<file path="src/dual_port_comm_consts.vh">
// constants for the dual-port communications control and status block
`ifndef DUAL_PORT_COMM_CONSTS_VH
`define DUAL_PORT_COMM_CONSTS_VH

// ---------------------------------------------------------------------------
// instruction decode
// ---------------------------------------------------------------------------
// upper nine bits of the io transfer instruction word, octal 636
`define IOT_DEVICE_BASE     9'h19E
// low octal digit of the instruction, octal 6360 .. 6367
`define FN_SET_MODEM_FLAG   3'h0
`define FN_SKIP_MODEM_FLAG  3'h1
`define FN_WRITE_CTRL0      3'h2
`define FN_READ_STATUS      3'h3
`define FN_READ_MODEM       3'h4
`define FN_LOAD_IRQ_ENABLE  3'h5
`define FN_WRITE_CTRL1      3'h6
`define FN_RESET_DEVICE     3'h7

// ---------------------------------------------------------------------------
// accumulator bit positions, bit 0 is the most significant
// ---------------------------------------------------------------------------
`define AC_PORT_SEL         0
`define AC_IRQ_ENABLE       11

// ---------------------------------------------------------------------------
// port control register fields
// ---------------------------------------------------------------------------
`define CTL_TERM_TIMING     4
`define CTL_ESD_TX_ENABLE   5
`define CTL_ESD_RX_ENABLE   6
`define CTL_REQ_TO_SEND     7
`define CTL_TERM_READY      8
`define CTL_SIGNAL_RATE     9
`define CTL_MAINT_SELECT    10
`define CTL_DEVICE_SELECT   11
// bits 0..3 are unused and are not stored
`define CTL_WRITE_MASK      12'h0FF
`define CTL_RESET_VALUE     12'h000

// ---------------------------------------------------------------------------
// port status word fields
// ---------------------------------------------------------------------------
`define ST_PORT_ECHO        0
`define ST_ZERO             1
`define ST_ESD_TX_ACTIVE    2
`define ST_ESD_RX_ACTIVE    3
`define ST_ESD_TX_EMPTY     4
`define ST_SCD_TX_EMPTY_N   5
`define ST_ESD_RX_AVAIL     6
`define ST_SCD_RX_AVAIL_N   7
`define ST_ESD_TX_STATUS    8
`define ST_ESD_RX_STATUS    9
`define ST_DEVICE_SELECT    10
`define ST_ESD_ABSENT       11

// ---------------------------------------------------------------------------
// modem register word fields
// ---------------------------------------------------------------------------
`define MD_PORT_ECHO        0
`define MD_ZERO_FIRST       1
`define MD_ZERO_LAST        3
`define MD_REQ_TO_SEND      4
`define MD_TERM_READY       5
`define MD_SIGNAL_RATE      6
`define MD_SIGNAL_QUALITY   7
`define MD_INCOMING_CALL    8
`define MD_RECEIVER_READY   9
`define MD_DATA_MODE        10
`define MD_CLEAR_TO_SEND    11
`define MD_INPUT_COUNT      5

`endif

</file>
<file path="src/port_word_builder.v">
// forms the status word and the modem word of one communications port
`timescale 1ns/1ns
`include "dual_port_comm_consts.vh"

module port_word_builder (
  input  wire        portId,
  input  wire        deviceSelect,
  input  wire        requestToSend,
  input  wire        terminalReady,
  input  wire        signalRate,
  input  wire        esdFitted,
  input  wire        esdTxActive,
  input  wire        esdRxActive,
  input  wire        esdTxEmpty,
  input  wire        scdTxEmptyN,
  input  wire        esdRxAvail,
  input  wire        scdRxAvailN,
  input  wire        esdTxStatAvail,
  input  wire        esdRxStatAvail,
  input  wire [4:0]  modemInputs,
  output wire [0:11] statusWord,
  output wire [0:11] modemWord
);

  // ---------------------------------------------------------------------------
  // status word
  // ---------------------------------------------------------------------------
  // an empty socket floats its enhanced-device lines high, so force them
  assign statusWord[`ST_PORT_ECHO]      = portId;
  assign statusWord[`ST_ZERO]           = 1'b0;
  assign statusWord[`ST_ESD_TX_ACTIVE]  = esdTxActive | ~esdFitted;
  assign statusWord[`ST_ESD_RX_ACTIVE]  = esdRxActive | ~esdFitted;
  assign statusWord[`ST_ESD_TX_EMPTY]   = esdTxEmpty | ~esdFitted;
  assign statusWord[`ST_SCD_TX_EMPTY_N] = scdTxEmptyN;
  assign statusWord[`ST_ESD_RX_AVAIL]   = esdRxAvail | ~esdFitted;
  assign statusWord[`ST_SCD_RX_AVAIL_N] = scdRxAvailN;
  assign statusWord[`ST_ESD_TX_STATUS]  = esdTxStatAvail | ~esdFitted;
  assign statusWord[`ST_ESD_RX_STATUS]  = esdRxStatAvail | ~esdFitted;
  assign statusWord[`ST_DEVICE_SELECT]  = deviceSelect;
  assign statusWord[`ST_ESD_ABSENT]     = ~esdFitted;

  // ---------------------------------------------------------------------------
  // modem word
  // ---------------------------------------------------------------------------
  // outputs echo the control register, inputs come straight from the lines
  assign modemWord[`MD_PORT_ECHO]       = portId;
  assign modemWord[`MD_ZERO_FIRST:`MD_ZERO_LAST] = 3'h0;
  assign modemWord[`MD_REQ_TO_SEND]     = requestToSend;
  assign modemWord[`MD_TERM_READY]      = terminalReady;
  assign modemWord[`MD_SIGNAL_RATE]     = signalRate;
  assign modemWord[`MD_SIGNAL_QUALITY:`MD_CLEAR_TO_SEND] = modemInputs;

endmodule // port_word_builder

</file>
<file path="src/dual_port_comm_control_status.v">
// port control, port status and modem register logic for two serial ports
//
// Overview of operation
// - Status read clears accumulator, returns status of port chosen by bit 0.
// - Status bit 0 echoes the port number; bit 1 always reads zero.
// - Status bits 2, 3 show enhanced transmitter and receiver active.
// - Bit 4 enhanced transmit buffer empty; bit 5 low when standard empty.
// - Bit 6 enhanced data available; bit 7 low when standard data available.
// - Bits 8, 9 show enhanced transmitter and receiver status available.
// - Bit 10 shows device selected; bit 11 low when enhanced device fitted.
// - With no enhanced device fitted, all its status signals read one.
// - Modem read clears accumulator, returns chosen port; bits 1-3 zero.
// - Modem bits 4-6: request to send, terminal ready, signalling rate.
// - Modem bits 7-11: quality, incoming call, ready, data mode, clear.
// - Interrupt enable load takes accumulator bit 11, ignores bits 0-10.
// - Port 1 control write loads register, accumulator left unchanged.
// - Control bits 4-10 are the port enables and modem outputs.
// - Control bit 11 picks standard (0) or enhanced (1) device.
// - Reset-active-device acts on port in bit 0, ignores bits 1-11.
// - Reset-active-device clears the port's serial device registers.
// - Port 0 control write loads register, accumulator left unchanged.
// - Set instruction raises modem change flag; skip instruction tests it.
`timescale 1ns/1ns
`include "dual_port_comm_consts.vh"

module dual_port_comm_control_status #(
  parameter PORTS = 2
) (
  input  wire             clock,
  input  wire             reset,
  // io transfer instruction from the processor
  input  wire             iotStrobe,
  input  wire [11:0]      iotCode,
  input  wire [0:11]      accIn,
  output wire             ioDone,
  output wire [0:11]      accOut,
  output wire             accLoad,
  output wire             skipTaken,
  // serial device state, one bit per port
  input  wire [PORTS-1:0] esdFitted,
  input  wire [PORTS-1:0] esdTxActive,
  input  wire [PORTS-1:0] esdRxActive,
  input  wire [PORTS-1:0] esdTxEmpty,
  input  wire [PORTS-1:0] scdTxEmptyN,
  input  wire [PORTS-1:0] esdRxAvail,
  input  wire [PORTS-1:0] scdRxAvailN,
  input  wire [PORTS-1:0] esdTxStatAvail,
  input  wire [PORTS-1:0] esdRxStatAvail,
  // modem inputs, one bit per port
  input  wire [PORTS-1:0] signalQuality,
  input  wire [PORTS-1:0] incomingCall,
  input  wire [PORTS-1:0] receiverReady,
  input  wire [PORTS-1:0] dataMode,
  input  wire [PORTS-1:0] clearToSend,
  // control register fields, one bit per port
  output wire [PORTS-1:0] termTimingEnable,
  output wire [PORTS-1:0] esdTxEnable,
  output wire [PORTS-1:0] esdRxEnable,
  output wire [PORTS-1:0] requestToSend,
  output wire [PORTS-1:0] terminalReady,
  output wire [PORTS-1:0] signalRate,
  output wire [PORTS-1:0] maintSelect,
  output wire [PORTS-1:0] deviceSelect,
  // one-cycle clear of the serial devices of a port
  output wire [PORTS-1:0] resetActiveDevice,
  // modem change flag and its interrupt
  output wire             modemChangeFlag,
  output wire             modemIrqEnable,
  output wire             modemIrq
);

  // ---------------------------------------------------------------------------
  // instruction decode
  // ---------------------------------------------------------------------------
  wire       iotHit;
  wire [2:0] iotFunction;
  wire       portSel;
  // arming flop of the change detector, read inside the port loop below
  reg        armed_q;

  // only octal 6360..6367 belong to this block
  assign iotHit      = iotStrobe & (iotCode[11:3] == `IOT_DEVICE_BASE);
  assign iotFunction = iotCode[2:0];
  // the port is taken from the accumulator as it stood before the transfer
  assign portSel     = accIn[`AC_PORT_SEL];

  // ---------------------------------------------------------------------------
  // per-port control, word forming and modem change detection
  // ---------------------------------------------------------------------------
  wire [0:12*PORTS-1] statusAll;
  wire [0:12*PORTS-1] modemAll;
  wire [PORTS-1:0]    modemChanged;

  genvar i;
  generate
    for (i = 0; i < PORTS; i = i + 1) begin : port
      reg  [0:11] ctrl_q;
      reg  [4:0]  prevModem_q;
      wire [4:0]  modemNow;
      wire        writeCtrl;
      wire [2:0]  ctrlFunction;

      // port 0 and port 1 have their own write codes
      assign ctrlFunction = (i == 0) ? `FN_WRITE_CTRL0 : `FN_WRITE_CTRL1;
      assign writeCtrl    = iotHit & (iotFunction == ctrlFunction);

      // control register, bits 0..3 dropped since nothing uses them
      always @(posedge clock or posedge reset) begin
        if (reset) begin
          ctrl_q <= `CTL_RESET_VALUE;
        end else if (writeCtrl) begin
          ctrl_q <= accIn & `CTL_WRITE_MASK;
        end
      end

      assign termTimingEnable[i] = ctrl_q[`CTL_TERM_TIMING];
      assign esdTxEnable[i]      = ctrl_q[`CTL_ESD_TX_ENABLE];
      assign esdRxEnable[i]      = ctrl_q[`CTL_ESD_RX_ENABLE];
      assign requestToSend[i]    = ctrl_q[`CTL_REQ_TO_SEND];
      assign terminalReady[i]    = ctrl_q[`CTL_TERM_READY];
      assign signalRate[i]       = ctrl_q[`CTL_SIGNAL_RATE];
      assign maintSelect[i]      = ctrl_q[`CTL_MAINT_SELECT];
      assign deviceSelect[i]     = ctrl_q[`CTL_DEVICE_SELECT];

      // modem inputs in the order they appear in the modem word
      assign modemNow = {signalQuality[i], incomingCall[i],
                         receiverReady[i], dataMode[i], clearToSend[i]};

      // previous sample; inputs are synchronous so one stage is enough
      always @(posedge clock or posedge reset) begin
        if (reset) begin
          prevModem_q <= 5'h00;
        end else begin
          prevModem_q <= modemNow;
        end
      end

      // armed_q masks the first compare, whose old sample is only a reset value
      assign modemChanged[i] = armed_q & (modemNow != prevModem_q);

      // the echo bit is the loop index, one bit wide for two ports
      port_word_builder words (
        .portId         ((i == 1) ? 1'b1 : 1'b0),
        .deviceSelect   (ctrl_q[`CTL_DEVICE_SELECT]),
        .requestToSend  (ctrl_q[`CTL_REQ_TO_SEND]),
        .terminalReady  (ctrl_q[`CTL_TERM_READY]),
        .signalRate     (ctrl_q[`CTL_SIGNAL_RATE]),
        .esdFitted      (esdFitted[i]),
        .esdTxActive    (esdTxActive[i]),
        .esdRxActive    (esdRxActive[i]),
        .esdTxEmpty     (esdTxEmpty[i]),
        .scdTxEmptyN    (scdTxEmptyN[i]),
        .esdRxAvail     (esdRxAvail[i]),
        .scdRxAvailN    (scdRxAvailN[i]),
        .esdTxStatAvail (esdTxStatAvail[i]),
        .esdRxStatAvail (esdRxStatAvail[i]),
        .modemInputs    (modemNow),
        .statusWord     (statusAll[12*i +: 12]),
        .modemWord      (modemAll[12*i +: 12])
      );
    end
  endgenerate

  // ---------------------------------------------------------------------------
  // change detector arming
  // ---------------------------------------------------------------------------
  // armed_q sits with the decode wires so the port loop sees it first

  // held off for one cycle after reset so the first sample is not a change
  always @(posedge clock or posedge reset) begin
    if (reset) begin
      armed_q <= 1'b0;
    end else begin
      armed_q <= 1'b1;
    end
  end

  // ---------------------------------------------------------------------------
  // modem change flag and interrupt enable
  // ---------------------------------------------------------------------------
  reg  flag_q;
  reg  flag_d;
  reg  irqEnable_q;
  wire flagSet;
  wire flagClear;

  assign flagSet   = (iotHit & (iotFunction == `FN_SET_MODEM_FLAG))
                     | (|modemChanged);
  assign flagClear = iotHit & (iotFunction == `FN_SKIP_MODEM_FLAG);

  // a change arriving with the skip is kept: set beats clear
  always @* begin
    flag_d = flag_q;
    if (flagSet) begin
      flag_d = 1'b1;
    end else if (flagClear) begin
      flag_d = 1'b0;
    end
  end

  // modem change flag register
  always @(posedge clock or posedge reset) begin
    if (reset) begin
      flag_q <= 1'b0;
    end else begin
      flag_q <= flag_d;
    end
  end

  // only accumulator bit 11 matters for the enable load
  always @(posedge clock or posedge reset) begin
    if (reset) begin
      irqEnable_q <= 1'b0;
    end else if (iotHit & (iotFunction == `FN_LOAD_IRQ_ENABLE)) begin
      irqEnable_q <= accIn[`AC_IRQ_ENABLE];
    end
  end

  assign modemChangeFlag = flag_q;
  assign modemIrqEnable  = irqEnable_q;
  assign modemIrq        = flag_q & irqEnable_q;

  // ---------------------------------------------------------------------------
  // instruction answer
  // ---------------------------------------------------------------------------
  reg          done_q;
  reg  [0:11]  accOut_q;
  reg          accLoad_q;
  reg          skip_q;
  reg  [0:11]  accOut_d;
  reg          accLoad_d;
  wire [0:11]  statusSel;
  wire [0:11]  modemSel;

  // only two ports exist, so accumulator bit 0 picks one of two words
  assign statusSel = portSel ? statusAll[12 +: 12] : statusAll[0 +: 12];
  assign modemSel  = portSel ? modemAll[12 +: 12]  : modemAll[0 +: 12];

  // reads replace the accumulator outright, which is the clear-then-load
  always @* begin
    accOut_d  = accIn;
    accLoad_d = 1'b0;
    case (iotFunction)
      `FN_READ_STATUS: begin
        accOut_d  = statusSel;
        accLoad_d = 1'b1;
      end
      `FN_READ_MODEM: begin
        accOut_d  = modemSel;
        accLoad_d = 1'b1;
      end
      default: begin
        accOut_d  = accIn;
        accLoad_d = 1'b0;
      end
    endcase
  end

  // answer: one-cycle pulses, accOut holds until the next taken instruction
  always @(posedge clock or posedge reset) begin
    if (reset) begin
      done_q    <= 1'b0;
      accOut_q  <= 12'h000;
      accLoad_q <= 1'b0;
      skip_q    <= 1'b0;
    end else begin
      done_q    <= iotHit;
      accLoad_q <= iotHit & accLoad_d;
      skip_q    <= flagClear & flag_q;
      if (iotHit) begin
        accOut_q <= accOut_d;
      end
    end
  end

  assign ioDone    = done_q;
  assign accOut    = accOut_q;
  assign accLoad   = accLoad_q;
  assign skipTaken = skip_q;

  // ---------------------------------------------------------------------------
  // active device reset
  // ---------------------------------------------------------------------------
  reg [PORTS-1:0] devReset_q;

  // software must follow a device change with this; nothing is automatic
  always @(posedge clock or posedge reset) begin
    if (reset) begin
      devReset_q <= {PORTS{1'b0}};
    end else if (iotHit & (iotFunction == `FN_RESET_DEVICE)) begin
      // one pulse on the chosen port; the pattern assumes two ports
      devReset_q <= portSel ? 2'b10 : 2'b01;
    end else begin
      devReset_q <= {PORTS{1'b0}};
    end
  end

  assign resetActiveDevice = devReset_q;

endmodule // dual_port_comm_control_status

</file>
<file path="config.mk">
export PLATFORM = sky130hd
export DESIGN_NAME = dual_port_comm_control_status
export DESIGN_NICKNAME = d
export VERILOG_FILES = /design/src/port_word_builder.v /design/src/dual_port_comm_control_status.v
export VERILOG_INCLUDE_DIRS = /design/src
export SDC_FILE = /design/constraint.sdc
export NUM_CORES = 1
export LEC_CHECK = 0
export BUFFER_PORTS_ARGS = -buffer_cell sky130_fd_sc_hd__buf_2
export CAP_MARGIN = 40
export CORE_ASPECT_RATIO = 0.6
export CORE_MARGIN = 1
export CORE_UTILIZATION = 35
export DETAILED_ROUTE_END_ITERATION = 12
export GPL_TIMING_DRIVEN = 0
export PLACE_DENSITY_LB_ADDON = 0.05
export SLEW_MARGIN = 25
export SYNTH_ARGS = -nofsm -noshare
export SYNTH_HDL_FRONTEND = slang
export SYNTH_SLANG_ARGS = --single-unit
</file>
<file path="constraint.sdc">
create_clock -name clock -period 1.3 [get_ports clock]
set_input_delay 0.26 -clock clock [delete_from_list [all_inputs] [get_ports clock]]
set_output_delay 0.26 -clock clock [all_outputs]
set_load 0.005 [all_outputs]
</file>
# [Word level (Yosys, flattened, before mapping)]
# Cells that the tools add are included.
[totals] ff_bits=46 in_bits=55
[op_classes] reduce_logical=4 bitwise_logic=27 n_mux=8 eq_ne=10
[ops] op="$mux 12" n=2
[ops] op="$pmux 12 s2" n=1
[ops] op="$or 1x1->1" n=13
[ops] op="$and 1x1->1" n=12
[ops] op="$eq 3x3->1 const B" n=4
[ops] op="$ne 5x5->1" n=2
[ops] op="$eq 9x9->1 const B" n=1
[ops] op="$eq 3x2->1 const B" n=2
[ops] op="$mux 2" n=2
[ops] op="$reduce_or 2->1" n=2
[ops] op="$eq 3x1->1 const B" n=1
[ops] op="$logic_not 3->1" n=1
[ops] op="$mux 1" n=3
[ops] op="$not 1->1" n=2
[ops] op="$reduce_bool 2->1" n=1

# [Longest topological paths before layout]
[depth] ltp_word=5 depth_mapped=7 mapped_depth_nobuf=4

# [By module]
# A second synthesis with hierarchy kept.
[hier_totals] cells_unflattened=234 area_unflattened_um2=2537.4
[modules_own_cells] mod="dual_port_comm_control_status" area_per_inst_um2=2192.1 n_inst=1 cells_per_inst=184
[modules_own_cells] mod="port_word_builder" area_per_inst_um2=172.7 n_inst=2 cells_per_inst=25

# [Least setup slack after synthesis]
# OpenSTA, ideal clock, no wires.
[synth_timing] path_kind="input -> register" from="in iotCode[3]" to="reg port[0].ctrl_q[10] (netlist name)" setup_time_ns=0.125 cell_stages=5 arrival_ns=1.393 n_path_buf=1 setup_slack_ns=-0.217 t_required_ns=1.175 cell_sequence="nand4b_4 nor4_4 and4bb_1 buf_4 mux2_2"
[synth_between] elab_chain_len=3
[synth_lines] element="from (decl)" line_no="dual_port_comm_control_status.v:33" source="input wire [11:0] iotCode,"
[synth_lines] element="$eq 9x9->1 (no source line)"
[synth_lines] element="$and 1x1->1" line_no="dual_port_comm_control_status.v:82" source="assign iotHit = iotStrobe & (iotCode[11:3] == `IOT_DEVICE_BASE);"
[synth_lines] element="$and 1x1->1" line_no="dual_port_comm_control_status.v:105" source="assign writeCtrl = iotHit & (iotFunction == ctrlFunction);"
[synth_lines] element="to (signal assigned)" line_no="dual_port_comm_control_status.v:110" source="ctrl_q <= `CTL_RESET_VALUE;"
[synth_lines] element="to (signal assigned)" line_no="dual_port_comm_control_status.v:112" source="ctrl_q <= accIn & `CTL_WRITE_MASK;"
[synth_lines] element="to (decl)" line_no="dual_port_comm_control_status.v:97" source="reg [0:11] ctrl_q;"
# No other way between the ends.
# A chain may end at the register's enable or synchronous reset.

# [Final worst setup path]
[layout_timing] from="reg port[0].prevModem_q[1]" to="reg flag_q, in the netlist modemChangeFlag"
[layout_between] elab_chain_len=5
[layout_lines] element="from (decl)" line_no="dual_port_comm_control_status.v:98" source="reg [4:0] prevModem_q;"
[layout_lines] element="from (signal assigned)" line_no="dual_port_comm_control_status.v:134" source="prevModem_q <= modemNow;"
[layout_lines] element="$ne 5x5->1 (*)" line_no="dual_port_comm_control_status.v:139" source="assign modemChanged[i] = armed_q & (modemNow != prevModem_q);"
[layout_lines] element="$and 1x1->1 (*)" line_no="dual_port_comm_control_status.v:139"
[layout_lines] element="$reduce_or 2->1 (*)" line_no="dual_port_comm_control_status.v:188" source="| (|modemChanged);"
[layout_lines] element="$or 1x1->1 (*)" line_no="dual_port_comm_control_status.v:187" source="assign flagSet = (iotHit & (iotFunction == `FN_SET_MODEM_FLAG))"
[layout_lines] element="$mux 1 / $reduce_bool 2->1 (equally long branches)"
[layout_lines] element="to (signal assigned)" line_no="dual_port_comm_control_status.v:206" source="flag_q <= flag_d;"
[layout_lines] element="to (decl)" line_no="dual_port_comm_control_status.v:181" source="reg flag_q;"
# Mark *: on every way between the ends. The rest lies on a longest branch, timed or not.

==> impl_metrics.ini <==
[logic_synthesis]
synthXorXnorAreaFrac = 0.04049
synth_nets = 239
ys_seq_area_frac = 0.5321
synth_compound_area_frac = 0.08618
synth_top_family_by_area = multiplexers
synth.largest_area_cell = dfrtp_1
synth_warnings = 0
synth_edf_count = 0
synth.most_common_cell = dfrtp_1
muxShareOfSynthArea = 0.1446
synth_cell_types = 33
yosys.area_share.simple = 0.1313
synth_top_area_share = 0.5321
avgSynthCellArea_um2 = 11.76
synthAdderAreaFrac = 0
ys_ff_latch = 46
synthArstFlopShare = 1.000
synthesis.area_um2 = 2163
yosys-top-cells-area = dfrtp_1, mux2_2, mux2i_1, buf_4, nor2_1
synthFlopType = dfrtp_1
synth_commonest_cells = dfrtp_1, nor2_1, mux2_2, mux2i_1
synthCells = 184

[power]
leakage_nw = 1.618
switching_power_mw = 0.6817
p_per_area_nw_per_um2 = 946.5
power_frac_seq = 0.515
intPower_mw = 2.201
combPwrFrac = 0.118
clkPwrFrac = 0.367
swShare = 0.2365
vdd_drop_max_v = 0.0004433

[clock_tree]
ctsLongestPathBuffers = 2
clk_pin_slew_ns = 0.08
clk_latency_ns = 0.30
cts_tree = yes
htreeDepth = 2
cts_made_buffers = 5
clockRootBuffer = clkbuf_8
clock_sinks = 46

[floorplan]
dieWidth_um = 103.5
fp-row-count = 21
die_h_um = 62.90
start_util = 0.3760
pin_count = 91
core_area_um2 = 5754
fp.dieArea_um2 = 6510

[setup_path]
slowest_delay_ns = 0.38
reg2reg_slack_ns = -0.23
cp_slowest_cell = dfrtp_1
path_cells = xor2_1, nor4_2, nand4_1, a221o_1
path_class = flop to flop
cp-start-kind = flop
cp.required_ns = 1.49
endpoint_kind = flop
cp_max_fo = 1
worstPathArrival_ns = 1.72

[route]
drc_errors = 0
via_count = 1731
drt_pass1_iterations = 4
drt_wl_total_um = 5700
drt_iter0_markers = 45
routedWlPerCell_um = 15.57
final_antenna_net_count = 0
via_per_inst = 4.730

[timing]
layout_min_cycle_time_ns = 1.534
worstMarginPinSlew_ns = 0.5097
finalSetupViolations = 17
skew_ns = 0.005463
setup_ws_ns = -0.2335
fin_crit_sh = 1.180
slew_violations = 0
relSlewSlack = 0.6595
timing.fmax_ghz = 0.6521
hold_violations = 0
grt_setup_unrepaired = true

[outcome]
violations = negative setup slack
status = finished with violations

[final_layout]
area_delta_synth_final_pct = 40.77
antenna_cells = 0
layout.cells.non_filler = 366
stdcell_area_um2 = 3045
fin_nets = 340
drive_above_1_share = 0.5035

[job]
drv_cap = 0

[placement]
port_buffers = 86
dp_cells = 351
hpwlAfterDp_um = 4216
place_congestion = 0.7547
place_area_um2 = 2725

[grt]
track_usage = 0.1863
globalRouteOverflowTotal = 0
grt_pass1_vias = 1775
grt_pass1_wl_um = 9080
antenna_found_initial = 0
grt_start_max_net_pins = 26

[worst_hold_path]
min-delay-path-class = input port to flop
[final cells by class]
class,instances,area (um^2)
Fill cell,541,2709
Buffer,19,158.9
Clock inverter,1,30.03
Inverter,4,18.77
Tap cell,80,100.1
Multi-Input combinational cell,114,933.4
Clock buffer,7,76.32
Timing Repair Buffer,95,576.8
Sequential cell,46,1151
[what timing repair did]
item                                    4_1_cts  5_1_grt
cloned                                        0        2
pin swaps                                     5        1
resized for setup                            13       16
hold buffers                                  1        0
endpoints found under the setup margin       31       32
buffers inserted                              1        4
endpoints found under the hold margin        15        0
[metal layers]
layer | part of all wire | wire length (um) | global-route usage
met1 | 0.51 | 2898 | 0.2799
met2 | 0.42 | 2405 | 0.2649
met3 | 0.061 | 345 | 0.04810
met4 | 0.0089 | 51 | 0.04225
met5 | 0 | 0 | 0
[worst paths after layout]
kind	startpoint	endpoint	cells after the start
worst max-delay path	port[0].prevModem_q[1]	modemChangeFlag	4
worst min register to register	armed_q	modemChangeFlag	1
max in group asynchronous	reset	port[1].prevModem_q[2]	4
min in group asynchronous	reset	skipTaken	3
worst max register to register	port[0].prevModem_q[1]	modemChangeFlag	4
worst min-delay path	dataMode[1]	port[1].prevModem_q[1]	1
[registers in the layout, summed over array words and instances (netlist names)]
| name | flops |
|---|---|
| accLoad | 1 |
| skipTaken | 1 |
| port.ctrl_q | 16 |
| ioDone | 1 |
| accOut | 12 |
| modemIrqEnable | 1 |
| port.prevModem_q | 10 |
| modemChangeFlag | 1 |
| resetActiveDevice | 2 |
| armed_q | 1 |
[power groups by stage]
stage	Combinational, mW	Sequential, mW	Clock, mW
finish	0.341	1.48	1.06
global route	0.383	1.49	1.13
CTS	0.343	1.48	1.09
detailed placement	0.330	1.51	0
global placement	0.321	1.51	0
floorplan	0.158	1.51	0
[worst max-delay path: cells and delay by family (launching register included)]
| kind | cells | cell delay [ns] |
|---|---|---|
| flip-flops | 1 | 0.38 |
| AND/OR/NAND/NOR | 2 | 0.56 |
| AO/OA/AOI/OAI | 1 | 0.34 |
| XOR/XNOR | 1 | 0.15 |
[metrics by stage]
stage | worst slack (ns) | utilization | hold slack [ns] | power, mW | setup TNS, ns
3_3_place_gp | -0.4817 | 0.4701 | 0.4115 | 1.833 | -13.49
5_1_grt | -0.3158 | 0.5292 | 0.09723 | 3.005 | -2.853
2_1_floorplan | -0.2127 | - | 0.2769 | 1.670 | -3.174
3_5_place_dp | -0.4782 | 0.4736 | 0.3245 | 1.841 | -13.69
4_1_cts | -0.2472 | 0.5055 | 0.09315 | 2.919 | -1.555
6_report | -0.2335 | 0.5292 | 0.1001 | 2.882 | -0.8941
[layout by cell type (no fill, tap or decap), drive strengths merged, types with 2 or more instances in the layout]
| cell type | n |
|---|---|
| mux2 | 18 |
| nand4 | 2 |
| and2 | 2 |
| nand2 | 6 |
| mux2i | 11 |
| a31oi | 8 |
| o221ai | 6 |
| dfrtp | 46 |
| xnor2 | 2 |
| buf | 109 |
| xor2 | 8 |
| a21oi | 10 |
| nor4 | 3 |
| clkbuf | 11 |
| o22ai | 3 |
| inv | 3 |
| nor2 | 19 |
| nand4b | 4 |
| and3b | 2 |
[logic make-up (layout without fill, tap and decap cells)]
family / count (synthesis) / count (layout)
muxes: 29 / 29
DFF: 46 / 46
xor gates and xnor gates: 10 / 10
AOI/OAI and AO/OA: 29 / 29
buffers and inverters: 24 / 126
other: 1 / 1
and+or+nand+nor: 45 / 45
(Power assumes the default switching activity.)
